File: src/verilog/irq_ctrl_pkg.sv
// Constants for the four-level nested interrupt controller
package irq_ctrl_pkg;
  // ---------------------------------------------------------------
  // Special-function register addresses
  // ---------------------------------------------------------------
  localparam logic [7:0] ADDR_ENABLE_MASK = 8'ha8;
  localparam logic [7:0] ADDR_PRIO_LOWER = 8'hb8;
  localparam logic [7:0] ADDR_PRIO_UPPER = 8'hb7;
  localparam logic [7:0] RESET_ENABLE_MASK = 8'h00;
  localparam logic [7:0] RESET_PRIO = 8'h00;
  // ---------------------------------------------------------------
  // Field positions: bit 7 global enable, bits 6..0 per source
  // ---------------------------------------------------------------
  localparam int BIT_GLOBAL = 7;
  localparam int BIT_EXT0 = 0;
  localparam int BIT_TMR0 = 1;
  localparam int BIT_EXT1 = 2;
  localparam int BIT_TMR1 = 3;
  localparam int BIT_SER = 4;
  localparam int BIT_TMR2 = 5;
  localparam int BIT_PCA = 6;
  localparam int NUM_SOURCES = 7;
  // ---------------------------------------------------------------
  // Vector addresses
  // ---------------------------------------------------------------
  localparam logic [7:0] VEC_EXT0 = 8'h03;
  localparam logic [7:0] VEC_TMR0 = 8'h0b;
  localparam logic [7:0] VEC_EXT1 = 8'h13;
  localparam logic [7:0] VEC_TMR1 = 8'h1b;
  localparam logic [7:0] VEC_SER = 8'h23;
  localparam logic [7:0] VEC_TMR2 = 8'h2b;
  localparam logic [7:0] VEC_PCA = 8'h33;
endpackage

File: src/verilog/irq_select.sv
// Level and polling-order arbiter for pending interrupt sources
`timescale 1ns/10ps
`default_nettype none
module irq_select #(
  parameter int NSRC = 7
) (
  // Per-source inputs
  input wire logic [NSRC-1:0] pending_i,
  input wire logic [NSRC-1:0] prio_lower_i,
  input wire logic [NSRC-1:0] prio_upper_i,
  // Winner
  output logic found_o,
  output logic [2:0] index_o,
  output logic [1:0] level_o
);
  // Polling order: ext0, tmr0, ext1, tmr1, counter array, serial, tmr2
  localparam int POLL_LEN = 7;
  localparam int POLL [POLL_LEN] = '{0, 1, 2, 3, 6, 4, 5};

  always_comb begin
    found_o = 1'b0;
    index_o = 3'h0;
    level_o = 2'h0;
    for (int i = 0; i < POLL_LEN; i++) begin
      if (POLL[i] < NSRC) begin
        if (pending_i[POLL[i]]) begin
          if (!found_o || {prio_upper_i[POLL[i]], prio_lower_i[POLL[i]]} > level_o) begin
            found_o = 1'b1;
            index_o = 3'(POLL[i]);
            level_o = {prio_upper_i[POLL[i]], prio_lower_i[POLL[i]]};
          end
        end
      end
    end
  end
endmodule // irq_select
`default_nettype wire

File: src/verilog/irq_controller.sv
// Four-level nested vectored interrupt controller for an 8-bit core
// Functional notes
// - Level is priority-upper bit over priority-lower bit; 11 highest, 00 lowest.
// - Enable, priority-lower and priority-upper registers control interrupts.
// - Priority-upper register sits at address b7, bit-aligned with priority-lower.
// - Accept request only if no equal or higher level in service.
// - Equal or lower requests wait until current service completes.
// - Higher level preempts; in-service levels kept as nesting stack.
// - Seven sources; same-level ties follow fixed polling order.
// - Without counter array, only six sources; its path is absent.
// - Each source vectors to its fixed address.
// - Vectoring clears timer 0/1 flags and edge-mode external flags only.
`timescale 1ns/10ps
`default_nettype none
module irq_controller #(
  parameter bit HAS_PCA = 1'b1
) (
  // Clock and reset
  input wire logic clk_sys_i,
  input wire logic rstn_i,
  // Special-function register access from the core
  input wire logic [7:0] sfr_addr_i,
  input wire logic sfr_wr_i,
  input wire logic [7:0] sfr_wdata_i,
  output logic [7:0] sfr_rdata_o,
  output logic sfr_hit_o,
  // Request flags from peripherals (same clock)
  input wire logic ext0_request_flag_i,
  input wire logic ext0_edge_mode_i,
  input wire logic timer0_overflow_flag_i,
  input wire logic ext1_request_flag_i,
  input wire logic ext1_edge_mode_i,
  input wire logic timer1_overflow_flag_i,
  input wire logic serial_flag_i,
  input wire logic timer2_flag_i,
  input wire logic counter_array_flag_i,
  // Hardware flag clears, one-cycle pulses on vectoring
  output logic ext0_flag_clear_o,
  output logic timer0_flag_clear_o,
  output logic ext1_flag_clear_o,
  output logic timer1_flag_clear_o,
  // Core handshake
  output logic irq_req_o,
  output logic [7:0] irq_vector_o,
  input wire logic irq_ack_i,
  input wire logic irq_return_i,
  // Status
  output logic [3:0] in_service_o
);
  // ---------------------------------------------------------------
  // Registers
  // ---------------------------------------------------------------
  localparam int NSRC = irq_ctrl_pkg::NUM_SOURCES;
  localparam logic [7:0] IMPL_MASK = HAS_PCA ? 8'hff : 8'hbf;

  logic [7:0] interrupt_enable_mask;
  logic [7:0] interrupt_priority_lower;
  logic [7:0] interrupt_priority_upper;
  logic [3:0] in_service;
  logic [NSRC-1:0] raw_flags;
  logic [NSRC-1:0] pending;
  logic found;
  logic [2:0] win_index;
  logic [1:0] win_level;
  logic [3:0] next_in_service;
  logic accept;
  logic [7:0] vector;
  logic [2:0] taken_index;

  function automatic logic [7:0] vector_of(input logic [2:0] idx);
    case (idx)
      3'h0: vector_of = irq_ctrl_pkg::VEC_EXT0;
      3'h1: vector_of = irq_ctrl_pkg::VEC_TMR0;
      3'h2: vector_of = irq_ctrl_pkg::VEC_EXT1;
      3'h3: vector_of = irq_ctrl_pkg::VEC_TMR1;
      3'h4: vector_of = irq_ctrl_pkg::VEC_SER;
      3'h5: vector_of = irq_ctrl_pkg::VEC_TMR2;
      default: vector_of = irq_ctrl_pkg::VEC_PCA;
    endcase
  endfunction

  // Highest set bit of the in-service stack as its level plus one; zero when the stack is empty
  function automatic logic [2:0] top_level(input logic [3:0] stack);
    top_level = 3'h0;
    for (int i = 0; i < 4; i++) begin
      if (stack[i]) begin
        top_level = 3'(i + 1);
      end
    end
  endfunction

  // ---------------------------------------------------------------
  // Register writes
  // ---------------------------------------------------------------
  // three control registers
  always_ff @(posedge clk_sys_i or negedge rstn_i) begin
    if (!rstn_i) begin
      interrupt_enable_mask <= irq_ctrl_pkg::RESET_ENABLE_MASK;
    end else if (sfr_wr_i && sfr_addr_i == irq_ctrl_pkg::ADDR_ENABLE_MASK) begin
      interrupt_enable_mask <= sfr_wdata_i & IMPL_MASK;
    end
  end

  always_ff @(posedge clk_sys_i or negedge rstn_i) begin
    if (!rstn_i) begin
      interrupt_priority_lower <= irq_ctrl_pkg::RESET_PRIO;
    end else if (sfr_wr_i && sfr_addr_i == irq_ctrl_pkg::ADDR_PRIO_LOWER) begin
      interrupt_priority_lower <= sfr_wdata_i & IMPL_MASK & 8'h7f;
    end
  end

  always_ff @(posedge clk_sys_i or negedge rstn_i) begin
    if (!rstn_i) begin
      interrupt_priority_upper <= irq_ctrl_pkg::RESET_PRIO;
    end else if (sfr_wr_i && sfr_addr_i == irq_ctrl_pkg::ADDR_PRIO_UPPER) begin
      interrupt_priority_upper <= sfr_wdata_i & IMPL_MASK & 8'h7f;
    end
  end

  // Read mux; unmapped addresses return zero and no hit
  always_comb begin
    sfr_rdata_o = 8'h00;
    sfr_hit_o = 1'b1;
    if (sfr_addr_i == irq_ctrl_pkg::ADDR_ENABLE_MASK) begin
      sfr_rdata_o = interrupt_enable_mask;
    end else if (sfr_addr_i == irq_ctrl_pkg::ADDR_PRIO_LOWER) begin
      sfr_rdata_o = interrupt_priority_lower;
    end else if (sfr_addr_i == irq_ctrl_pkg::ADDR_PRIO_UPPER) begin
      sfr_rdata_o = interrupt_priority_upper;
    end else begin
      sfr_hit_o = 1'b0;
    end
  end

  // ---------------------------------------------------------------
  // Request gating and arbitration
  // ---------------------------------------------------------------
  // source bit positions
  always_comb begin
    raw_flags = '0;
    raw_flags[irq_ctrl_pkg::BIT_EXT0] = ext0_request_flag_i;
    raw_flags[irq_ctrl_pkg::BIT_TMR0] = timer0_overflow_flag_i;
    raw_flags[irq_ctrl_pkg::BIT_EXT1] = ext1_request_flag_i;
    raw_flags[irq_ctrl_pkg::BIT_TMR1] = timer1_overflow_flag_i;
    raw_flags[irq_ctrl_pkg::BIT_SER] = serial_flag_i;
    raw_flags[irq_ctrl_pkg::BIT_TMR2] = timer2_flag_i;
    raw_flags[irq_ctrl_pkg::BIT_PCA] = counter_array_flag_i & HAS_PCA;
  end

  assign pending = raw_flags & interrupt_enable_mask[NSRC-1:0]
                   & {NSRC{interrupt_enable_mask[irq_ctrl_pkg::BIT_GLOBAL]}};

  irq_select #(
    .NSRC(NSRC)
  ) u_select (
    .pending_i(pending),
    .prio_lower_i(interrupt_priority_lower[NSRC-1:0]),
    .prio_upper_i(interrupt_priority_upper[NSRC-1:0]),
    .found_o(found),
    .index_o(win_index),
    .level_o(win_level)
  );

  assign irq_req_o = found && ({1'b0, win_level} + 3'h1 > top_level(in_service));
  assign accept = irq_req_o && irq_ack_i;

  // ---------------------------------------------------------------
  // Nesting stack
  // ---------------------------------------------------------------
  // preempt and resume
  always_comb begin
    next_in_service = in_service;
    if (irq_return_i) begin
      // Return pops the most recent, which is always the highest level
      for (int i = 0; i < 4; i++) begin
        if (3'(i + 1) == top_level(in_service)) begin
          next_in_service[i] = 1'b0;
        end
      end
    end
    if (accept) begin
      next_in_service[win_level] = 1'b1;
    end
  end

  always_ff @(posedge clk_sys_i or negedge rstn_i) begin
    if (!rstn_i) begin
      in_service <= 4'h0;
    end else begin
      in_service <= next_in_service;
    end
  end

  assign in_service_o = in_service;

  // ---------------------------------------------------------------
  // Vector and hardware flag clears
  // ---------------------------------------------------------------
  // fixed vectors
  assign vector = vector_of(win_index);
  assign taken_index = win_index;

  always_ff @(posedge clk_sys_i or negedge rstn_i) begin
    if (!rstn_i) begin
      irq_vector_o <= 8'h00;
    end else if (accept) begin
      irq_vector_o <= vector;
    end
  end

  always_ff @(posedge clk_sys_i or negedge rstn_i) begin
    if (!rstn_i) begin
      ext0_flag_clear_o <= 1'b0;
      timer0_flag_clear_o <= 1'b0;
      ext1_flag_clear_o <= 1'b0;
      timer1_flag_clear_o <= 1'b0;
    end else begin
      ext0_flag_clear_o <= accept && taken_index == 3'(irq_ctrl_pkg::BIT_EXT0)
                           && ext0_edge_mode_i;
      timer0_flag_clear_o <= accept && taken_index == 3'(irq_ctrl_pkg::BIT_TMR0);
      ext1_flag_clear_o <= accept && taken_index == 3'(irq_ctrl_pkg::BIT_EXT1)
                           && ext1_edge_mode_i;
      timer1_flag_clear_o <= accept && taken_index == 3'(irq_ctrl_pkg::BIT_TMR1);
    end
  end
endmodule // irq_controller
`default_nettype wire

File: config.mk
export PLATFORM = sky130hd
export DESIGN_NAME = irq_controller
export DESIGN_NICKNAME = d
export VERILOG_FILES = /design/src/verilog/irq_ctrl_pkg.sv /design/src/verilog/irq_select.sv /design/src/verilog/irq_controller.sv
export SDC_FILE = /design/constraint.sdc
export NUM_CORES = 1
export LEC_CHECK = 0
export ABC_AREA = 1
export BUFFER_PORTS_ARGS = -buffer_cell sky130_fd_sc_hd__clkbuf_2
export CORE_MARGIN = 8
export CORE_UTILIZATION = 55
export DETAILED_ROUTE_END_ITERATION = 7
export HOLD_SLACK_MARGIN = 0.03
export PLACE_DENSITY = 0.8
export SETUP_SLACK_MARGIN = 0.1
export SYNTH_ARGS = -nofsm -noshare
export SYNTH_HDL_FRONTEND = slang
export SYNTH_SLANG_ARGS = --single-unit
export TNS_END_PERCENT = 20
File: constraint.sdc
create_clock -name clk_sys_i -period 10.9 [get_ports clk_sys_i]
set_input_delay 1.635 -clock clk_sys_i [delete_from_list [all_inputs] [get_ports clk_sys_i]]
set_output_delay 1.635 -clock clk_sys_i [all_outputs]
set_load 0.02 [all_outputs]
== Word-level counts from Yosys, hierarchy flattened ==
Cells that the tools add are included.
Storage, ports and cells
  bits in registers: 38
  input bits: 30
  logic and storage cells: 117
Operators by class
  magnitude comparators: 9
  bitwise operators: 3
  equal/unequal tests: 12
  reduce and logical (&&, ||, !) cells: 25
  muxes and demuxes: 58
  add/subtract/negate cells: 1
Operator list (count)
  $mux 3: 15
  $pmux 6 s6: 1
  $mux 2: 13
  $eq 8x8->1 const B: 3
  $mux 1: 23
  $mux 8: 2
  $and 7x7->7: 2
  $gt 2x2->1: 6
  $logic_and 1x1->1: 12
  $mux 4: 2
  $mux 7: 1
  $eq 2x3->1 const A: 2
  $eq 3x2->1 const B: 2
  $eq 3x3->1 const B: 2
  $logic_not 1->1: 6
  $logic_or 1x1->1: 6
  $or 4x4->4: 1
  $add 2x1->3 const B: 1
  $eq 1x3->1 const A: 1
  $eq 3x1->1 const B: 1
  $eq 3x3->1 const A: 1
  $gt 3x3->1: 1
  $logic_not 3->1: 1
  $lt 2x3->1 const B: 1
  other kinds (2): 2

== Depth between registers and ports, before layout ==
Gate-level depths: netlist (run 1).
  depth in word-level cells: 33
  gate-level depth with buffers: 67
  mapped depth without buffers: 66

== By module ==
A second synthesis (run 1) with hierarchy kept.
Unflattened totals
  cells, all modules: 362
  area total of the unflattened synthesis: 2563.7 um^2
Modules (own cells, without submodules)
  irq_controller: instances 1, area each 1926.8 um^2, cells an instance 246
  irq_select: instances 1, area each 636.9 um^2, cells an instance 116

== Worst setup path before layout (run 1) ==
Ideal clock, no wire load.
  path type: input to output
  start: input port ext0_request_flag_i
  end: output port irq_req_o
  slack: 1066 ps
  data required time: 9265 ps
  path buffers: 0
  cell stages on the path: 62
  arrival time: 8199 ps
  path through: nand3_4 -> nor2_1 -> inv_1 -> ha_1 -> nand2_1 -> nand2_1 -> nand2_1 -> nand2_2 -> nand2_2 -> nand2_1 -> nand2_1 -> inv_1 -> ha_1 -> inv_1 -> o21bai_1 -> nand2_1 -> nand2_1 -> nand2_2 -> [26 not listed] -> nand2_1 -> nand2_1 -> ha_1 -> inv_1 -> nor2_1 -> o21ai_0 -> nand2_2 -> nand4_4 -> inv_1 -> nand2_1 -> nand2_1 -> ha_1 -> ha_1 -> nand2_1 -> or2_1 -> a32oi_1 -> nand2_1 -> inv_1
Between the ends
  longest elaborated chain between the ends: 30
Ends and longest elaborated chain
  start, declared: line irq_controller.sv:28  | input wire logic ext0_request_flag_i,
  $and 7x7->7 *: line irq_controller.sv:150  | assign pending = raw_flags & interrupt_enable_mask[NSRC-1:0]
  $and 7x7->7 *: line irq_controller.sv:151  | & {NSRC{interrupt_enable_mask[irq_ctrl_pkg::BIT_GLOBAL]}};
  $mux 2 or $mux 1 (tied branches): line irq_select.sv:26  | if (pending_i[POLL[i]]) begin
  $gt 2x2->1 or $logic_not 1->1 (tied branches): line irq_select.sv:27  | if (!found_o || {prio_upper_i[POLL[i]], prio_lower_i[POLL[i]]} > level_o) begin
  $logic_or 1x1->1: line irq_select.sv:27
  $mux 2 or $mux 1 (tied branches): line irq_select.sv:27
  $mux 2 or $mux 1 (tied branches): line irq_select.sv:26
  $gt 2x2->1 or $logic_not 1->1 (tied branches): line irq_select.sv:27
  [14 not listed]
  $mux 2 or $mux 1 (tied branches): line irq_select.sv:26
  $gt 2x2->1 or $logic_not 1->1 (tied branches): line irq_select.sv:27
  $logic_or 1x1->1: line irq_select.sv:27
  $mux 2: line irq_select.sv:27
  $mux 2: line irq_select.sv:26
  $add 2x1->3: line irq_controller.sv:164  | assign irq_req_o = found && ({1'b0, win_level} + 3'h1 > top_level(in_service));
  $gt 3x3->1: line irq_controller.sv:164
  $logic_and 1x1->1 *: line irq_controller.sv:164
  end, declared: line irq_controller.sv:43  | output logic irq_req_o,
Every way passes the cells marked *; elsewhere a longest branch is shown, timed or not.

== Worst setup path in the final report (run 1) ==
Ends and elaborated chain as after synthesis.

==> results of run 1 <==
-- sequential cells by signal, indices dropped and copies added, names as in the netlist --
register                  count
interrupt_priority_upper      7
in_service_o                  4
irq_vector_o                  4
interrupt_enable_mask         8
interrupt_priority_lower      7
ext1_flag_clear_o             1
ext0_flag_clear_o             1
timer0_flag_clear_o           1
timer1_flag_clear_o           1
-- final timing paths --
| path | startpoint | to | slack (ns) | cells past startpoint |
|---|---|---|---|---|
| setup / recovery | ext0_request_flag_i | irq_req_o | 0.38 | 63 |
| hold / removal | irq_vector_o[3] | irq_vector_o[3] | 0.48 | 2 |
| setup reg to reg | interrupt_enable_mask[7] | irq_vector_o[5] | 2.17 | 64 |
| hold reg to reg | irq_vector_o[3] | irq_vector_o[3] | 0.48 | 2 |
| max in group asynchronous | rstn_i | interrupt_enable_mask[5] | 8.91 | 1 |
| min in group asynchronous | rstn_i | interrupt_priority_lower[1] | 1.43 | 1 |
-- area by class of cell --
class | instances | area, um2
Multi-Input combinational cell | 247 | 1500
Fill cell | 360 | 1290
Sequential cell | 34 | 851
Timing Repair Buffer | 64 | 353
Inverter | 61 | 231
Clock buffer | 7 | 86.3
Tap cell | 52 | 65.1
Clock inverter | 1 | 5.00
-- layer usage --
layer	GRT usage, %	up-vias	routed length [um]
met2	29.5	112	3370
met1	22.4	1136	2990
met5	0	-	0
li1	-	1250	-
met3	5.18	16	532
met4	4.87	0	103
-- placed cells by master (no fill, tap or decap), types with 2 or more instances in the layout --
master | netlist | routed
inv_1 | 54 | 51
o21ai_0 | 28 | 24
nand4_1 | 4 | 4
inv_2 | 7 | 9
nand3_1 | 33 | 29
clkbuf_2 | 0 | 51
nand2_4 | 1 | 2
or2_1 | 2 | 2
nand2_1 | 103 | 97
clkbuf_8 | 0 | 6
nand3_2 | 6 | 10
ha_1 | 19 | 15
conb_1 | 1 | 3
nand3_4 | 3 | 3
o21ai_1 | 2 | 5
buf_4 | 5 | 13
nor2_4 | 1 | 2
dfrtp_1 | 34 | 34
ha_4 | 0 | 4
a21oi_1 | 3 | 3
o221ai_1 | 6 | 6
nand2_2 | 8 | 13
nor2_2 | 3 | 4
nor2_1 | 13 | 11
-- power by group through the flow --
stage / clock network, mW / registers, mW / logic [mW]
finish: 0.0992 / 0.142 / 0.0808
global route: 0.106 / 0.143 / 0.0901
CTS: 0.100 / 0.142 / 0.0738
detailed placement: 0 / 0.144 / 0.0725
global placement: 0 / 0.144 / 0.0698
floorplan: 0 / 0.147 / 0.0475
-- cell families after synthesis --
logic type / after synthesis / share of synthesized area, %
other: 1 / 0.148
adders and majority gates: 19 / 9.38
AOI/OAI and AO/OA: 45 / 10.8
DFF: 34 / 33.6
buffers and inverters: 70 / 11.5
and+or+nand+nor: 180 / 34.6
-- timing repair --
| item | 4_1_cts | 5_1_grt |
|---|---|---|
| setup endpoints to repair | 1 | 1 |
| gates resized for setup | 3 | 26 |
| buffers inserted | 0 | 12 |
| pin swaps | 0 | 14 |
-- tightest hold or removal path, delay by kind of cell (launching register included) --
kind,cells,cell delay [ns]
flops,1,0.34
simple gates,2,0.10
==> impl_metrics.ini, run 1 <==
[synthesis]
yosys_warnings = 0
yosysUniqueCellTypes = 33
synthCells = 349
synthMostInstantiatedCell = nand2_1
yosys-top-cells-count = 103 x nand2_1, 54 x inv_1, 34 x dfrtp_1
synth_edf_count = 0
synth_area_per_cell_um2 = 7.26
yosysTopAreaCell = dfrtp_1
ys_seq_area_share_pct = 33.6
synth_top_area_share_pct = 33.6
syn_area_um2 = 2530
synth_ff_type = dfrtp_1
ys_seq_elements = 34
synthArstFlopShare_pct = 100
synthTopCellsByArea = dfrtp_1 34%, nand2_1 15%, ha_1 9.4%

[route]
drc_errors = 0
firstDrtPassIters = 5
via_per_inst = 5.39
wire_per_inst_um = 15.0
drt_wl_total_um = 6990
num_vias = 2514
drtIter0Drc = 183
drtAntennaViolNets = 0

[sta]
report.final.setup_viol = 0
skew_ns = 0.0115
max_freq_ghz = 0.0950
final.setup.worst_slack_ns = 0.376
slew-limit-headroom_pct = 42.5
min_period_ns = 10.52
setup_tns_ns = 0
fin_crit_sh_pct = 96.6
worstMarginPinSlew_ns = 0.862
hold_viol_final = 0
maxSlewViolCount = 0
holdWs_ns = 0.479

[global_routing]
grt_pass1_wl_um = 10700
antenna_found_initial = 0
grt_pass1_vias = 2361
gr-usage-all-layers_pct = 18.0
grt_overflow_total = 0
grt_start_max_net_pins = 35

[critical_path]
critPathMostFrequentCell = nand2_1
timing.critical_path.arrival_ns = 8.89
cp-end-kind = primary output
worstSetupStartpointType = input port
cp_max_fo = 6
critPathKind = input port to primary output
worst_path_max_delay_cell = ha_1
critPathMaxStageDelay_ns = 0.30
worst-path-buf-inv = 14
path_delay_family = simple AND/OR/NAND/NOR gates
critPathRequiredTime_ns = 9.27

[final_layout]
fin_area_um2 = 3100
fin_cells = 466
layout.nets = 462
drive_gt1_share_pct = 29.5
diodes = 0
area_delta_synth_final_pct = 22.2
fin_util_pct = 70.6

[clock_network]
hold_buffers = 0
htree_levels = 2
cts_buffers = 5
clock_path_buffers = 2
clkSinkCount = 34
path_clk_slew_ns = 0.07
cts_tree = yes
cts_root_buffer = clkbuf_8
clkLatencyLatePin_ns = 0.30

[die]
die_h_um = 83.9
core-area_um2 = 4380
dieArea_um2 = 7030
die_w_um = 83.9
start_util_pct = 57.8
ios = 56
rows = 24

[placement]
dp.cells = 446
dp_hpwl_um = 4940
dp_slack_ns = 0.0330
portBuffers = 52
place.gp.congestion = 0.867
post_dp_cell_area_um2 = 2810

[pwr]
powerDensity_nw_per_um2 = 104
pwr-share-clk_pct = 30.8
vdd_drop_max_uv = 57.4
p_int_mw = 0.216
comb_power_share_pct = 25.1
seqPwrFrac_pct = 44.1
p_sw_share_pct = 33.1
power_switching_mw = 0.107
p_total_mw = 0.322
p_leak_nw = 1.75

[flow_run]
maxCapViolCount = 0

[status]
outcome = completed

[worst_hold_path]
holdCritPathClass = flip-flop to flip-flop
No activity file was read; power rests on OpenSTA's default activity.
==> inputs of run 2 (changes only) <==
--- a/config.mk
+++ b/config.mk
@@ -7,11 +7,13 @@
 export LEC_CHECK = 0
 export ABC_AREA = 1
 export BUFFER_PORTS_ARGS = -buffer_cell sky130_fd_sc_hd__clkbuf_2
+export CELL_PAD_IN_SITES_DETAIL_PLACEMENT = 1
+export CELL_PAD_IN_SITES_GLOBAL_PLACEMENT = 2
 export CORE_MARGIN = 8
-export CORE_UTILIZATION = 55
+export CORE_UTILIZATION = 30
 export DETAILED_ROUTE_END_ITERATION = 7
 export HOLD_SLACK_MARGIN = 0.03
-export PLACE_DENSITY = 0.8
+export PLACE_DENSITY = 0.78
 export SETUP_SLACK_MARGIN = 0.1
 export SYNTH_ARGS = -nofsm -noshare
 export SYNTH_HDL_FRONTEND = slang
==> run 2 against run 1 <==
  * Critical path depth did not move
  * Largest power group unchanged
  * Clock power fell by 0.4%
  * Cell count rose by 14%
  * Power rose by 2.6%
  * Maximum frequency rose by 2.6%
  * Critical path type unchanged
  * Design area rose by 8.2%
  * Setup slack improved by 0.27 ns
  * Largest cell class unchanged
  * Combinational power rose by 11%
  * Global-route usage fell by 4.2 points
==> impl_metrics.ini, run 2 (synthesis gave the netlist of run 1 again) <==
[placement]
dp_hpwl_um = 6110
portBuffers = 52
place.gp.congestion = 0.776
post_dp_cell_area_um2 = 2890

[critical_path]
cp-end-kind = primary output
cp_max_fo = 7
path_delay_family = simple AND/OR/NAND/NOR gates
worstSetupStartpointType = input port
critPathRequiredTime_ns = 9.27
timing.critical_path.arrival_ns = 8.62
critPathMaxStageDelay_ns = 0.28
worst-path-buf-inv = 14
worst_path_max_delay_cell = ha_1
critPathMostFrequentCell = nand2_1
critPathKind = input port to primary output

[die]
rows = 33
ios = 56
die_w_um = 108
dieArea_um2 = 11600
start_util_pct = 30.8
core-area_um2 = 8220
die_h_um = 108

[sta]
holdWs_ns = 0.495
fin_crit_sh_pct = 94.1
hold_viol_final = 0
max_freq_ghz = 0.0975
worstMarginPinSlew_ns = 0.902
report.final.setup_viol = 0
maxSlewViolCount = 0
skew_ns = 0.00894
min_period_ns = 10.26
slew-limit-headroom_pct = 39.9

[clock_network]
cts_tree = yes
cts_root_buffer = clkbuf_8
hold_buffers = 0
clkLatencyLatePin_ns = 0.29
clock_path_buffers = 2
clkSinkCount = 34
cts_buffers = 5
path_clk_slew_ns = 0.08
htree_levels = 2

[final_layout]
largest-register = interrupt_enable_mask
final_common_cell = nand2_1
drive_gt1_share_pct = 34.4
multi_input_area_um2 = 1600
final_cell_mix = 96 x nand2_1, 51 x clkbuf_2, 50 x inv_1
fin_area_um2 = 3350
ff_latch_area_um2 = 851
area_delta_synth_final_pct = 32.2
largestRegisters = interrupt_enable_mask (8), interrupt_priority_lower (7), interrupt_priority_upper (7)
fillers = 1058
layout.nets = 473
largest_reg_flops = 8
diodes = 0

[pwr]
power_switching_mw = 0.110
powerDensity_nw_per_um2 = 98.8
p_sw_share_pct = 33.2
seqPwrFrac_pct = 42.9
vdd_drop_max_uv = 38.4
p_leak_nw = 1.81
p_int_mw = 0.221
pwr-share-clk_pct = 29.9
comb_power_share_pct = 27.2

[route]
via_per_inst = 4.79
drc_errors = 0
drtIter0Drc = 56
drtAntennaViolNets = 0
wire_per_inst_um = 15.7
drt_wl_total_um = 8330
num_vias = 2541
firstDrtPassIters = 4

[global_routing]
gr-usage-all-layers_pct = 13.8
antenna_found_initial = 0
grt_pass1_vias = 2635
grt_pass1_wl_um = 12900
grt_overflow_total = 0
grt_start_max_net_pins = 35

[worst_hold_path]
holdCritPathClass = flip-flop to flip-flop

[status]
outcome = completed

[flow_run]
maxCapViolCount = 0
## run 2: changes by cell type in the layout (fill, tap and decap cells not counted), sizes merged
| cell | before | now |
|---|---|---|
| buf | 13 | 24 |
## run 2: layout make-up
class | count | area share, %
clock inverter | 1 | 0.149
multi-input combinational | 247 | 47.6
tap | 105 | 3.92
sequential | 34 | 25.4
timing repair buffer | 75 | 13.3
clock buffer | 7 | 2.58
inverter | 61 | 6.99
## run 2: final timing paths
| path | cells after the start | slack [ns] | start | to |
|---|---|---|---|---|
| max | 63 | 0.64 | ext0_request_flag_i | irq_req_o |
| min | 2 | 0.50 | irq_vector_o[3] | irq_vector_o[3] |
| max reg2reg | 65 | 2.81 | interrupt_enable_mask[0] | ext1_flag_clear_o |
| min reg2reg | 2 | 0.50 | irq_vector_o[3] | irq_vector_o[3] |
| max in group asynchronous | 1 | 8.87 | rstn_i | in_service_o[2] |
| min in group asynchronous | 1 | 1.47 | rstn_i | interrupt_enable_mask[5] |
## run 2: worst register-to-register path, delay by kind of cell, from the launching register on
| kind | cells | cell delay, ns |
|---|---|---|
| adders and majority gates | 8 | 2.00 |
| AOI/OAI and AO/OA | 8 | 1.05 |
| DFF | 1 | 0.42 |
| buffers and inverters | 13 | 1.10 |
| and+or+nand+nor | 36 | 3.44 |
## run 2: per-stage QoR
step | util [%] | power, mW | setup WS (ns) | TNS (ns) | instances
floorplan | - | 0.195 | 1.07 | 0 | 351
global placement | 35.1 | 0.218 | -0.0886 | -0.0886 | 501
detailed placement | 35.1 | 0.220 | -0.255 | -0.255 | 501
CTS | 36.5 | 0.322 | 0.101 | 0 | 511
global route | 40.8 | 0.351 | -0.00863 | -0.00863 | 530
finish | 40.8 | 0.331 | 0.642 | 0 | 530
## run 2: power by group through the flow
stage | logic, mW | clock network, mW | registers (mW)
final | 0.0899 | 0.0988 | 0.142
after global routing | 0.101 | 0.107 | 0.143
after CTS | 0.0782 | 0.102 | 0.142
after detailed placement | 0.0764 | 0 | 0.144
after global placement | 0.0745 | 0 | 0.144
after floorplan | 0.0475 | 0 | 0.147
## run 2: layer usage
layer | vias to the layer above | wire [um] | share of wire [%] | GRT usage (%)
li1 | 1273 | - | - | -
met1 | 1234 | 3810 | 46 | 17.6
met3 | 5 | 194 | 2.3 | 1.92
met2 | 29 | 4260 | 51 | 23.7
met5 | - | 0 | 0 | 0
met4 | 0 | 71 | 0.85 | 4.16
## run 2: repair_timing
item,CTS,global route
cloned,0,0
resized for setup,7,40
endpoints found under the setup margin,1,1
buffers inserted,2,19
pin swaps,2,18
